$ cat src/rtl/pactl_params.svh
`ifndef PACTL_PARAMS_SVH
`define PACTL_PARAMS_SVH
// Register byte offsets on the APB bus
`define PACTL_OFF_PIN_LEVEL    12'h000
`define PACTL_OFF_OUT_LATCH    12'h004
`define PACTL_OFF_DIRECTION    12'h008
`define PACTL_OFF_CONFIG       12'h00c
// Field positions
`define PACTL_PIN_CYC_CLK      6
`define PACTL_PIN_CMP_ONE      4
`define PACTL_PIN_CMP_TWO      5
`define PACTL_PIN_REF_OUT      2
`define PACTL_PIN_RX           4
// Config register fields
`define PACTL_CFG_OSC_LSB      0
`define PACTL_CFG_C1OE_BIT     4
`define PACTL_CFG_C2OE_BIT     5
`define PACTL_CFG_REF_OUT_BIT  6
`define PACTL_CFG_ANA_LSB      8
// Reset values
`define PACTL_RST_LATCH        7'h00
`define PACTL_RST_DIR          7'h7f
`define PACTL_RST_ANALOG       7'h2f
`define PACTL_RST_OSC          4'h0
// Quarter-rate divider output bit of the count
`define PACTL_CYC_DIV_HALF     1'h1
`endif

$ cat src/rtl/pactl_pkg.sv
`default_nettype none
package pactl_pkg;
  // Oscillator mode selection
  typedef enum logic [3:0] {
    PACTL_OSC_XT        = 4'h0,
    PACTL_OSC_EXT       = 4'h1,
    PACTL_OSC_EXT_IO    = 4'h2,
    PACTL_OSC_EXT_PLL   = 4'h3,
    PACTL_OSC_EXT_PLLIO = 4'h4,
    PACTL_OSC_INT_IO    = 4'h5,
    PACTL_OSC_INT_CKO   = 4'h6,
    PACTL_OSC_HS        = 4'h7
  } pactl_osc_t;
endpackage
`default_nettype wire

$ cat src/rtl/pactl_pin_if.sv
`default_nettype none
// Per-pin control bundle between the port core and the synchroniser
interface pactl_pin_if #(parameter int W = 7);
  logic [W-1:0] raw;
  logic [W-1:0] synced;
  modport core (input synced);
  modport sync (input raw, output synced);
endinterface
`default_nettype wire

$ cat src/rtl/pactl_sync3.sv
`default_nettype none
// Three-stage synchroniser; change taken once stages two and three agree
module pactl_sync3 #(
  parameter int W = 7
) (
  input  wire logic i_core_clk,
  input  wire logic i_arst_n,
  pactl_pin_if.sync pins
);
  logic [W-1:0] s1_q;
  logic [W-1:0] s2_q;
  logic [W-1:0] s3_q;
  logic [W-1:0] out_q;
  logic [W-1:0] out_d;

  // A port needs at least one pin
  if (W < 1)
  begin : g_bad_width
    $error("pactl_sync3: width must be at least one");
  end

  // Accept new level only when the last two stages match
  always_comb
  begin
    out_d = out_q;
    for (int i = 0; i < W; i++)
      if (s2_q[i] == s3_q[i])
        out_d[i] = s3_q[i];
  end

  // Register stages
  always_ff @(posedge i_core_clk or negedge i_arst_n)
  begin
    if (!i_arst_n)
    begin
      s1_q  <= '0;
      s2_q  <= '0;
      s3_q  <= '0;
      out_q <= '0;
    end
    else
    begin
      s1_q  <= pins.raw;
      s2_q  <= s1_q;
      s3_q  <= s2_q;
      out_q <= out_d;
    end
  end
  assign pins.synced = out_q;
endmodule
`default_nettype wire

$ cat src/rtl/pactl_clkdiv.sv
`default_nettype none
`include "pactl_params.svh"
// Divides the core clock by four to make the cycle clock
module pactl_clkdiv (
  input  wire logic i_core_clk,
  input  wire logic i_arst_n,
  output logic      o_clk_div4
);
  logic [1:0] cnt_q;
  logic [1:0] cnt_d;

  // Free-running count; top bit is a 50% duty quarter-rate clock
  always_comb
  begin
    cnt_d = cnt_q + 2'h1;
  end

  always_ff @(posedge i_core_clk or negedge i_arst_n)
  begin
    if (!i_arst_n)
      cnt_q <= 2'h0;
    else
      cnt_q <= cnt_d;
  end
  assign o_clk_div4 = cnt_q[`PACTL_CYC_DIV_HALF];
endmodule
`default_nettype wire

$ cat src/rtl/pactl_port.sv
// The implementer's own choices: the APB slave port and the register addresses.
`default_nettype none
`include "pactl_params.svh"
module pactl_port (
  input  wire logic        i_core_clk,
  input  wire logic        i_arst_n,
  input  wire logic        psel,
  input  wire logic        penable,
  input  wire logic        pwrite,
  input  wire logic [11:0] paddr,
  input  wire logic [31:0] pwdata,
  output logic      [31:0] prdata,
  output logic             pready,
  output logic             pslverr,
  input  wire logic [6:0]  i_pin,
  output logic      [6:0]  o_pin,
  output logic      [6:0]  o_pin_oe,
  input  wire logic        i_comparator_one_result,
  input  wire logic        i_comparator_two_result,
  output logic             o_reference_voltage_out_en,
  output logic             o_usb_receive_in,
  output logic             o_timer_zero_clock_in
);
  //////////////////////////////////////////////////////////////////////////
  logic [6:0]  latch_q, latch_d;
  logic [6:0]  dir_q, dir_d;
  logic [6:0]  ana_q, ana_d;
  logic [3:0]  osc_q, osc_d;
  logic        c1oe_q, c1oe_d;
  logic        c2oe_q, c2oe_d;
  logic        cvr_q, cvr_d;
  logic [31:0] rdata_q, rdata_d;
  logic        rdy_q, rdy_d;
  logic        err_q, err_d;
  logic [6:0]  pin_q, pin_d;
  logic [6:0]  oe_q, oe_d;
  logic        rx_q, rx_d;
  logic        tck_q, tck_d;
  logic        cvo_q, cvo_d;
  logic [6:0]  syn;
  logic        clk4;
  logic        gpio6;
  logic        cycle_clock_out_mode;
  logic [6:0]  dig_in;
  logic        access;

  pactl_pin_if #(.W(7)) pif ();
  assign pif.raw = i_pin;
  assign syn     = pif.synced;

  pactl_sync3 #(.W(7)) u_sync (
    .i_core_clk (i_core_clk),
    .i_arst_n   (i_arst_n),
    .pins       (pif)
  );

  pactl_clkdiv u_div (
    .i_core_clk (i_core_clk),
    .i_arst_n   (i_arst_n),
    .o_clk_div4 (clk4)
  );

  //////////////////////////////////////////////////////////////////////////
  // Oscillator mode decode
  always_comb
  begin
    gpio6 = (osc_q == pactl_pkg::PACTL_OSC_EXT_IO)
         || (osc_q == pactl_pkg::PACTL_OSC_EXT_PLLIO)
         || (osc_q == pactl_pkg::PACTL_OSC_INT_IO);
    cycle_clock_out_mode = (osc_q == pactl_pkg::PACTL_OSC_EXT)
             || (osc_q == pactl_pkg::PACTL_OSC_EXT_PLL)
             || (osc_q == pactl_pkg::PACTL_OSC_INT_CKO);
  end

  // Digital input view: analog-selected or dead pins read zero
  always_comb
  begin
    dig_in = syn & ~ana_q;
    if (cvr_q)
      dig_in[`PACTL_PIN_REF_OUT] = 1'b0;
    if (!gpio6)
      dig_in[`PACTL_PIN_CYC_CLK] = 1'b0;
  end

  //////////////////////////////////////////////////////////////////////////
  // APB slave: access phase with one wait state, registered answer
  assign access = psel && penable && !rdy_q;

  always_comb
  begin
    latch_d = latch_q;
    dir_d   = dir_q;
    ana_d   = ana_q;
    osc_d   = osc_q;
    c1oe_d  = c1oe_q;
    c2oe_d  = c2oe_q;
    cvr_d   = cvr_q;
    rdata_d = '0;
    rdy_d   = access;
    err_d   = 1'b0;
    if (access && pwrite)
    begin
      unique case (paddr)
        `PACTL_OFF_PIN_LEVEL, `PACTL_OFF_OUT_LATCH:
          latch_d = pwdata[6:0];
        `PACTL_OFF_DIRECTION:
          dir_d = pwdata[6:0];
        `PACTL_OFF_CONFIG:
        begin
          osc_d  = pwdata[`PACTL_CFG_OSC_LSB +: 4];
          c1oe_d = pwdata[`PACTL_CFG_C1OE_BIT];
          c2oe_d = pwdata[`PACTL_CFG_C2OE_BIT];
          cvr_d  = pwdata[`PACTL_CFG_REF_OUT_BIT];
          ana_d  = pwdata[`PACTL_CFG_ANA_LSB +: 7];
        end
        default:
          err_d = 1'b1;
      endcase
    end
    else if (access)
    begin
      unique case (paddr)
        `PACTL_OFF_PIN_LEVEL:
          rdata_d = {25'h0, dig_in};
        `PACTL_OFF_OUT_LATCH:
          rdata_d = {25'h0, gpio6 & latch_q[6], latch_q[5:0]};
        `PACTL_OFF_DIRECTION:
          rdata_d = {25'h0, gpio6 & dir_q[6], dir_q[5:0]};
        `PACTL_OFF_CONFIG:
          rdata_d = {17'h0, ana_q, 1'b0, cvr_q, c2oe_q, c1oe_q, osc_q};
        default:
          err_d = 1'b1;
      endcase
    end
    // Pin-6 state is frozen while it is not a port pin
    if (!gpio6)
    begin
      latch_d[6] = latch_q[6];
      dir_d[6]   = dir_q[6];
    end
  end

  //////////////////////////////////////////////////////////////////////////
  // Pin drivers and alternate functions
  always_comb
  begin
    pin_d = latch_q;
    oe_d  = ~dir_q;
    if (c1oe_q && !dir_q[`PACTL_PIN_CMP_ONE])
      pin_d[`PACTL_PIN_CMP_ONE] = i_comparator_one_result;
    if (c2oe_q && !dir_q[`PACTL_PIN_CMP_TWO])
      pin_d[`PACTL_PIN_CMP_TWO] = i_comparator_two_result;
    if (cvr_q)
    begin
      pin_d[`PACTL_PIN_REF_OUT] = 1'b0;
      oe_d[`PACTL_PIN_REF_OUT]  = 1'b0;
    end
    if (cycle_clock_out_mode)
    begin
      pin_d[`PACTL_PIN_CYC_CLK] = clk4;
      oe_d[`PACTL_PIN_CYC_CLK]  = 1'b1;
    end
    else if (!gpio6)
    begin
      pin_d[`PACTL_PIN_CYC_CLK] = 1'b0;
      oe_d[`PACTL_PIN_CYC_CLK]  = 1'b0;
    end
    rx_d  = syn[`PACTL_PIN_RX];
    tck_d = dir_q[`PACTL_PIN_RX] & syn[`PACTL_PIN_RX];
    cvo_d = cvr_q;
  end

  // State registers
  always_ff @(posedge i_core_clk or negedge i_arst_n)
  begin
    if (!i_arst_n)
    begin
      latch_q <= `PACTL_RST_LATCH;
      dir_q   <= `PACTL_RST_DIR;
      ana_q   <= `PACTL_RST_ANALOG;
      osc_q   <= `PACTL_RST_OSC;
      c1oe_q  <= 1'b0;
      c2oe_q  <= 1'b0;
      cvr_q   <= 1'b0;
      rdata_q <= '0;
      rdy_q   <= 1'b0;
      err_q   <= 1'b0;
      pin_q   <= '0;
      oe_q    <= '0;
      rx_q    <= 1'b0;
      tck_q   <= 1'b0;
      cvo_q   <= 1'b0;
    end
    else
    begin
      latch_q <= latch_d;
      dir_q   <= dir_d;
      ana_q   <= ana_d;
      osc_q   <= osc_d;
      c1oe_q  <= c1oe_d;
      c2oe_q  <= c2oe_d;
      cvr_q   <= cvr_d;
      rdata_q <= rdata_d;
      rdy_q   <= rdy_d;
      err_q   <= err_d;
      pin_q   <= pin_d;
      oe_q    <= oe_d;
      rx_q    <= rx_d;
      tck_q   <= tck_d;
      cvo_q   <= cvo_d;
    end
  end

  assign prdata  = rdata_q;
  assign pready  = rdy_q;
  assign pslverr = err_q;
  assign o_pin   = pin_q;
  assign o_pin_oe = oe_q;
  assign o_usb_receive_in = rx_q;
  assign o_timer_zero_clock_in = tck_q;
  assign o_reference_voltage_out_en = cvo_q;

  //////////////////////////////////////////////////////////////////////////
  // Checks
  out_drive_a: assert property (
    @(posedge i_core_clk) disable iff (!i_arst_n)
    (!dir_q[0] ##1 !$past(dir_q[0]))
    |-> o_pin_oe[0] && o_pin[0] == $past(latch_q[0]))
    else $error("pin 0 not driving latch");
  tri_state_a: assert property (
    @(posedge i_core_clk) disable iff (!i_arst_n)
    dir_q[3] |=> !o_pin_oe[3])
    else $error("input pin driven");
  ana_block_a: assert property (
    @(posedge i_core_clk) disable iff (!i_arst_n)
    access && !pwrite && paddr == `PACTL_OFF_PIN_LEVEL && ana_q[1]
    |=> prdata[1] == 1'b0)
    else $error("analog pin read nonzero");
  cmp_over_a: assert property (
    @(posedge i_core_clk) disable iff (!i_arst_n)
    c1oe_q && !dir_q[4] |=> o_pin[4] == $past(i_comparator_one_result))
    else $error("comparator not on pin 4");
  reference_voltage_out_off_a: assert property (
    @(posedge i_core_clk) disable iff (!i_arst_n)
    cvr_q |=> !o_pin_oe[2])
    else $error("pin 2 driven with reference on");
  cycle_clock_out_run_a: assert property (
    @(posedge i_core_clk) disable iff (!i_arst_n)
    cycle_clock_out_mode ##1 cycle_clock_out_mode |-> o_pin_oe[6])
    else $error("cycle clock not driven");
  bit7_zero_a: assert property (
    @(posedge i_core_clk) disable iff (!i_arst_n)
    pready |-> prdata[31:7] == '0 || paddr == `PACTL_OFF_CONFIG)
    else $error("unimplemented bits nonzero");
  pin6_dead_a: assert property (
    @(posedge i_core_clk) disable iff (!i_arst_n)
    access && !pwrite && paddr == `PACTL_OFF_DIRECTION && !gpio6
    |=> prdata[6] == 1'b0)
    else $error("pin 6 direction visible");
  usb_rx_a: assert property (
    @(posedge i_core_clk) disable iff (!i_arst_n)
    1'b1 |=> o_usb_receive_in == $past(syn[4]))
    else $error("receive input not following pin 4");
  lvl_write_a: assert property (
    @(posedge i_core_clk) disable iff (!i_arst_n)
    access && pwrite && paddr == `PACTL_OFF_PIN_LEVEL
    |=> latch_q[5:0] == $past(pwdata[5:0]))
    else $error("pin level write missed the latch");
  lat_read_a: assert property (
    @(posedge i_core_clk) disable iff (!i_arst_n)
    access && !pwrite && paddr == `PACTL_OFF_OUT_LATCH
    |=> prdata[5:0] == $past(latch_q[5:0]))
    else $error("latch read not showing the latch");
  pin6_hold_a: assert property (
    @(posedge i_core_clk) disable iff (!i_arst_n)
    !gpio6 |=> latch_q[6] == $past(latch_q[6])
            && dir_q[6] == $past(dir_q[6]))
    else $error("pin 6 state changed while not a port pin");
  ana_drive_a: assert property (
    @(posedge i_core_clk) disable iff (!i_arst_n)
    ana_q[3] && !dir_q[3]
    |=> o_pin_oe[3] && o_pin[3] == $past(latch_q[3]))
    else $error("analog pin 3 lost its output driver");
  ref_in_a: assert property (
    @(posedge i_core_clk) disable iff (!i_arst_n)
    access && !pwrite && paddr == `PACTL_OFF_PIN_LEVEL && cvr_q
    |=> prdata[`PACTL_PIN_REF_OUT] == 1'b0)
    else $error("pin 2 input visible with reference on");
  tmr_in_a: assert property (
    @(posedge i_core_clk) disable iff (!i_arst_n)
    1'b1 |=> o_timer_zero_clock_in == ($past(dir_q[4]) && $past(syn[4])))
    else $error("timer input not gated by direction");
  cmp_two_a: assert property (
    @(posedge i_core_clk) disable iff (!i_arst_n)
    c2oe_q && !dir_q[5] |=> o_pin[5] == $past(i_comparator_two_result))
    else $error("comparator not on pin 5");
endmodule
`default_nettype wire

$ cat config.mk
export PLATFORM = sky130hd
export DESIGN_NAME = pactl_port
export DESIGN_NICKNAME = d
export VERILOG_FILES = /design/src/rtl/pactl_pkg.sv /design/src/rtl/pactl_pin_if.sv /design/src/rtl/pactl_sync3.sv /design/src/rtl/pactl_clkdiv.sv /design/src/rtl/pactl_port.sv
export VERILOG_INCLUDE_DIRS = /design/src /design/src/rtl
export SDC_FILE = /design/constraint.sdc
export NUM_CORES = 1
export LEC_CHECK = 0
export BUFFER_PORTS_ARGS = -buffer_cell sky130_fd_sc_hd__buf_2
export CAP_MARGIN = 20
export CELL_PAD_IN_SITES_DETAIL_PLACEMENT = 0
export CELL_PAD_IN_SITES_GLOBAL_PLACEMENT = 1
export CORE_MARGIN = 2
export CORE_UTILIZATION = 37
export DETAILED_ROUTE_END_ITERATION = 10
export PLACE_DENSITY_LB_ADDON = 0.1
export SETUP_SLACK_MARGIN = 0.15
export SLEW_MARGIN = 20
export SYNTH_ARGS = -nofsm -noshare
export SYNTH_HDL_FRONTEND = slang
export SYNTH_SLANG_ARGS = --single-unit
$ cat constraint.sdc
create_clock -name i_core_clk -period 1.8 [get_ports i_core_clk]
set_input_delay 0.18 -clock i_core_clk [delete_from_list [all_inputs] [get_ports i_core_clk]]
set_output_delay 0.18 -clock i_core_clk [all_outputs]
set_load 0.02 [all_outputs]
Word level (Yosys, flattened, before mapping):

Index checks and enable logic that the tools add are counted.

* bits in registers: 109
* input bits: 58
* output and inout bits: 51
* word-level logic and storage cells: 87

* add/sub/neg operators: 1
* equality and inequality tests: 16
* mux-type cells: 16
* bitwise gates (word level): 6
* reduce and logical (&&, ||, !) cells: 20

Operators by type and width (number)
* one-hot mux 15 bit (4 select lines): 1
* 2-to-1 mux 15 bit: 2
* == test 12 x 4 -> 1 bit (second input constant): 2
* inverter 7 bit: 2
* 2-to-1 mux 1 bit: 13
* == test 12 x 3 -> 1 bit (second input constant): 1
* == test 4 x 3 -> 1 bit (second input constant): 3
* logical NOT 12 bit: 1
* == test 4 x 2 -> 1 bit (second input constant): 2
* bitwise AND 7 bit: 1
* == test 1 bit: 7
* AND reduction 2 bit: 3
* AND reduction 3 bit: 2
* logical AND 1 bit: 5
* == test 4 x 1 -> 1 bit (second input constant): 1
* logical OR 1 bit: 4
* OR reduction 4 bit: 1
* bitwise AND 1 bit: 3
* logical NOT 1 bit: 3
* adder 2 x 1 -> 2 bit (second input constant): 1
* OR reduction 2 bit: 1

Longest topological paths before layout:

* depth in word-level cells: 7
* mapped depth: 5

Cells and area by module:

Synthesis repeated with hierarchy kept, for this count alone.

* cell total of the unflattened synthesis: 238
* area total of the unflattened synthesis: 3515.9 µm²

By module, submodules not included
* pactl_port: instances 1, cells each 199, area each 2673.8 µm²
* pactl_sync3: instances 1, cells each 35, area each 779.5 µm²
* pactl_clkdiv: instances 1, cells each 4, area each 62.6 µm²

Worst setup path before layout:

Ideal clock, no wire load.

* path type: register to register
* start point: register rdy_q, in the netlist pready
* end point: register ana_q[4]
* data arrival time: 1.726 ns
* setup slack: -0.051 ns
* cell stages (with the launch flop): 5
* clock period less this slack: 1.851 ns
* path through: dfrtp_1 -> nand3b_1 -> nor3_4 -> buf_12 -> mux2_4

* word-level cells in the longest chain between the ends: 4

Ends and longest elaborated chain
* from (decl): RTL line pactl_port.sv:33 `logic rdy_q, rdy_d;`
* from (signal assigned): RTL line pactl_port.sv:204 `rdy_q <= rdy_d;`
* logical NOT 1 bit: RTL line pactl_port.sv:87 `assign access = psel && penable && !rdy_q;`
* logical AND 1 bit: RTL line pactl_port.sv:87
* logical AND 1 bit: RTL line pactl_port.sv:101 `if (access && pwrite)`
* AND reduction 2 bit (no line)
* to (signal assigned): RTL line pactl_port.sv:180 `` ana_q <= `PACTL_RST_ANALOG; ``
* to (signal assigned): RTL line pactl_port.sv:198 `ana_q <= ana_d;`
* to (decl): RTL line pactl_port.sv:27 `logic [6:0] ana_q, ana_d;`

Every way passes these cells.
A chain may end at the register's enable or synchronous reset.

Final worst setup path:

* start point: register osc_q[0]
* end point: register latch_q[6]

* word-level cells in the longest chain between the ends: 4
* elaborated cells between the ends (all ways): 6
* classes of those cells: eq/ne: 3; reduce/logical: 3

Ends and longest elaborated chain
* from (decl): RTL line pactl_port.sv:28 `logic [3:0] osc_q, osc_d;`
* from (signal assigned): RTL line pactl_port.sv:181 `` osc_q <= `PACTL_RST_OSC; ``
* from (signal assigned): RTL line pactl_port.sv:199 `osc_q <= osc_d;`
* == test 4 x 2 -> 1 bit / == test 4 x 3 -> 1 bit (equally long branches): RTL line pactl_port.sv:67, pactl_port.sv:68
* logical OR 1 bit: RTL line pactl_port.sv:68 `|| (osc_q == pactl_pkg::PACTL_OSC_EXT_PLLIO)`
* logical OR 1 bit *: RTL line pactl_port.sv:69 `|| (osc_q == pactl_pkg::PACTL_OSC_INT_IO);`
* AND reduction 3 bit (no line) *
* to (signal assigned): RTL line pactl_port.sv:178 `` latch_q <= `PACTL_RST_LATCH; ``
* to (signal assigned): RTL line pactl_port.sv:196 `latch_q <= latch_d;`
* to (decl): RTL line pactl_port.sv:25 `logic [6:0] latch_q, latch_d;`

Mark *: on every way between the ends. The rest lies on a longest branch, timed or not.

==> out/qor.txt <==
status: finished, final reports clean
antenna violations before repair: 0
Initial Util: 37.98%
H-tree levels: 3
Worst-path clk slew: 0.09 ns
CTS tree: yes
Total GRT Usage: 14.48%
global-route wire length before repair: 10,960 um
Area growth syn-to-layout: 24.56%
clock skew: 0.01002 ns
ys flop type: dfrtp_1
routed vias: 2,080
VDD IR max: 0.4013 mV
asr flop ratio synth: 100.0%
final hold vios: 0
Post-Synthesis Cell Area: 3510 um^2
shortest period the worst path allows: 1.626 ns
reg-to-reg slack, setup: 0.17 ns
Area after DPL: 4111 um^2
largest net degree at the start of global routing: 56
static leakage: 2.101 nW
Power per Cell Area: 823.3 nW/um^2
routed wire length per instance: 14.34 um
placer congestion estimate: 0.7363
Worst-Skew Late Latency: 0.35 ns
Root Buffer Master: clkbuf_8
Post-DRT Antenna Nets: 0
Setup Viol. Count Final: 0
fin crit share: 90.35%
Port Buffers: 72
DRT iter0 DRCs: 55
synthesized instance count: 234
Max Cap Viol: 0
IO Count: 109
DPL Wire Length: 4666 um
GRT Residual Overflow: 0
Synth Register Bits: 91
Die Wd: 101.4 um
r2r worst-path depth: 4
share of cells above drive strength 1: 45.75%
commonest cells after routing, fill and taps aside: dfrtp_1, buf_2, conb_1, buf_4, mux2_4
CP arrival: 1.86 ns
Final Slew Violations: 0
number of CTS-inserted buffers: 9
clk buf depth: 2
hold depth: 2
Worst setup EP type: flop
die area: 10,280 um^2
Worst Path Max Fanout: 3
Worst Path Required: 2.03 ns
# nets final: 394
Vert. Die Dim: 101.4 um
CP Class: reg2reg
post-route cell area: 4372 um^2
Avg Cell Area, Syn: 15.00 um^2
synth warn: 0
number of synthesized flops with an enable pin: 0
core footprint: 9240 um^2
Rows: 35
Yosys cell types: 40
hold crit path type: in2reg
# diodes: 0
vias per cell: 4.426
RSZ-0062 raised after global routing: true
post_cts resized: 0
sequential share of the synthesized area: 65.31%
Total Wirelength: 6739 um
DR pass1 iterations: 6
Clock Sinks: 91
Worst setup SP type: flop
final setup TNS: 0 ns
vias in the first global route: 2,054
DRC viols: 0
most common cell after layout, fill and taps aside: dfrtp_1
Fmax: 0.6149 GHz
## final cells by class
cell class                      instances  area [um^2]
Sequential cell                        91         2292
Timing Repair Buffer                   99        610.6
Fill cell                             862         4868
Multi-Input combinational cell        126         1094
Inverter                                9        33.78
Tap cell                              129        161.4
Clock inverter                          5        38.79
Clock buffer                           11        141.4
## Yosys cell counts (3+ instances only)
cell type   n  area (um^2)
mux2_4     10        150.1
a21oi_1     4        20.02
a211oi_1    7        52.55
dfrtp_1    79         1977
nor3_4      3        48.80
nor2_1     10        37.54
and2_1      8        50.05
mux2i_1     7        70.07
maj3_1      7        70.07
dfstp_2    12        315.3
mux2_2     17        191.4
buf_4      18        135.1
inv_1       9        33.78
a221oi_1    6        52.55
clkbuf_1    4        15.01
## cells by family (layout without fill, tap and decap cells)
kind of cell               count (synthesis)  in the layout  share of synthesized area, %
and+or+nand+nor                           38             38                         8.556
AOI/OAI and AO/OA                         27             27                         5.669
xor gates and xnor gates                   1              1                        0.2496
buffers and inverters                     34            124                         6.060
muxes                                     35             35                         12.05
adders and majority gates                  7              7                         1.997
other                                      1             18                        0.1068
DFF                                       91             91                         65.31
## path summary, 6_finish.rpt
| check | endpoint | start |
|---|---|---|
| max | latch_q[6]$_DFFE_PN0P_ | osc_q[0]$_DFFE_PN0P_ |
| min | ana_q[6]$_DFFE_PN0P_ | pwdata[14] |
| max reg2reg | latch_q[6]$_DFFE_PN0P_ | osc_q[0]$_DFFE_PN0P_ |
| min reg2reg | u_sync.s2_q[4]$_DFF_PN0_ | u_sync.s1_q[4]$_DFF_PN0_ |
| max in group asynchronous | dir_q[3]$_DFFE_PN1P_ | i_arst_n |
| min in group asynchronous | u_sync.s1_q[6]$_DFF_PN0_ | i_arst_n |
## layer usage
layer  GRT usage (%)  vias to the layer above  part of all wire (%)
met5               0                        -                     0
met4           5.925                        0                   1.1
met3           3.865                        5                   4.5
met2           22.11                       55                    48
met1           19.71                     1031                    46
li1                -                      989                     -
## critical path: stages (launching register included)
cell and delay, ns:
dfrtp_1 0.39, or3b_1 0.40, a21o_1 0.22, nor4_2 0.15, mux2_2 0.36
## what timing repair did
| item | 4_1_cts | 5_1_grt |
|---|---|---|
| setup buffers | 0 | 0 |
| hold buffers | 8 | 0 |
| endpoints found under the setup margin | 0 | 2 |
| hold endpoints to repair | 86 | 0 |
## where the power goes
part | total, mW | switching [mW] | internal (mW)
logic | 0.235 | 0.146 | 0.0883
clock network | 1.25 | 0.707 | 0.545
registers | 2.11 | 0.0223 | 2.09
total | 3.60 | 0.876 | 2.72
## metrics by stage
step	util [%]	hold WS (ns)	std cells	setup WS (ns)	power [mW]
after floorplan	-	-0.1156	251	0.01387	2.275
after global routing	47.31	0.03047	470	0.05659	3.783
after CTS	47.31	0.04471	470	0.1580	3.668
after detailed placement	44.50	0.01080	446	-0.02271	2.380
after global placement	44.50	0.009842	446	-0.01816	2.374
final	47.31	0.06162	470	0.1737	3.599
## flip-flops by register name, indices dropped and copies added, names as in the netlist
| name | flops |
|---|---|
| osc_q | 4 |
| u_div.cnt_q | 2 |
| u_sync.s1_q | 7 |
| o_pin_oe | 7 |
| o_pin | 7 |
| u_sync.pins.synced | 7 |
| u_sync.s2_q | 7 |
| u_sync.s3_q | 7 |
| o_timer_zero_clock_in | 1 |
| o_reference_voltage_out_en | 1 |
| dir_q | 7 |
| prdata | 14 |
| cvo_d | 1 |
| pready | 1 |
| ana_q | 7 |
| pslverr | 1 |
| c2oe_q | 1 |
| o_usb_receive_in | 1 |
| latch_q | 7 |
| c1oe_q | 1 |
No activity file was read; power rests on OpenSTA's default activity.
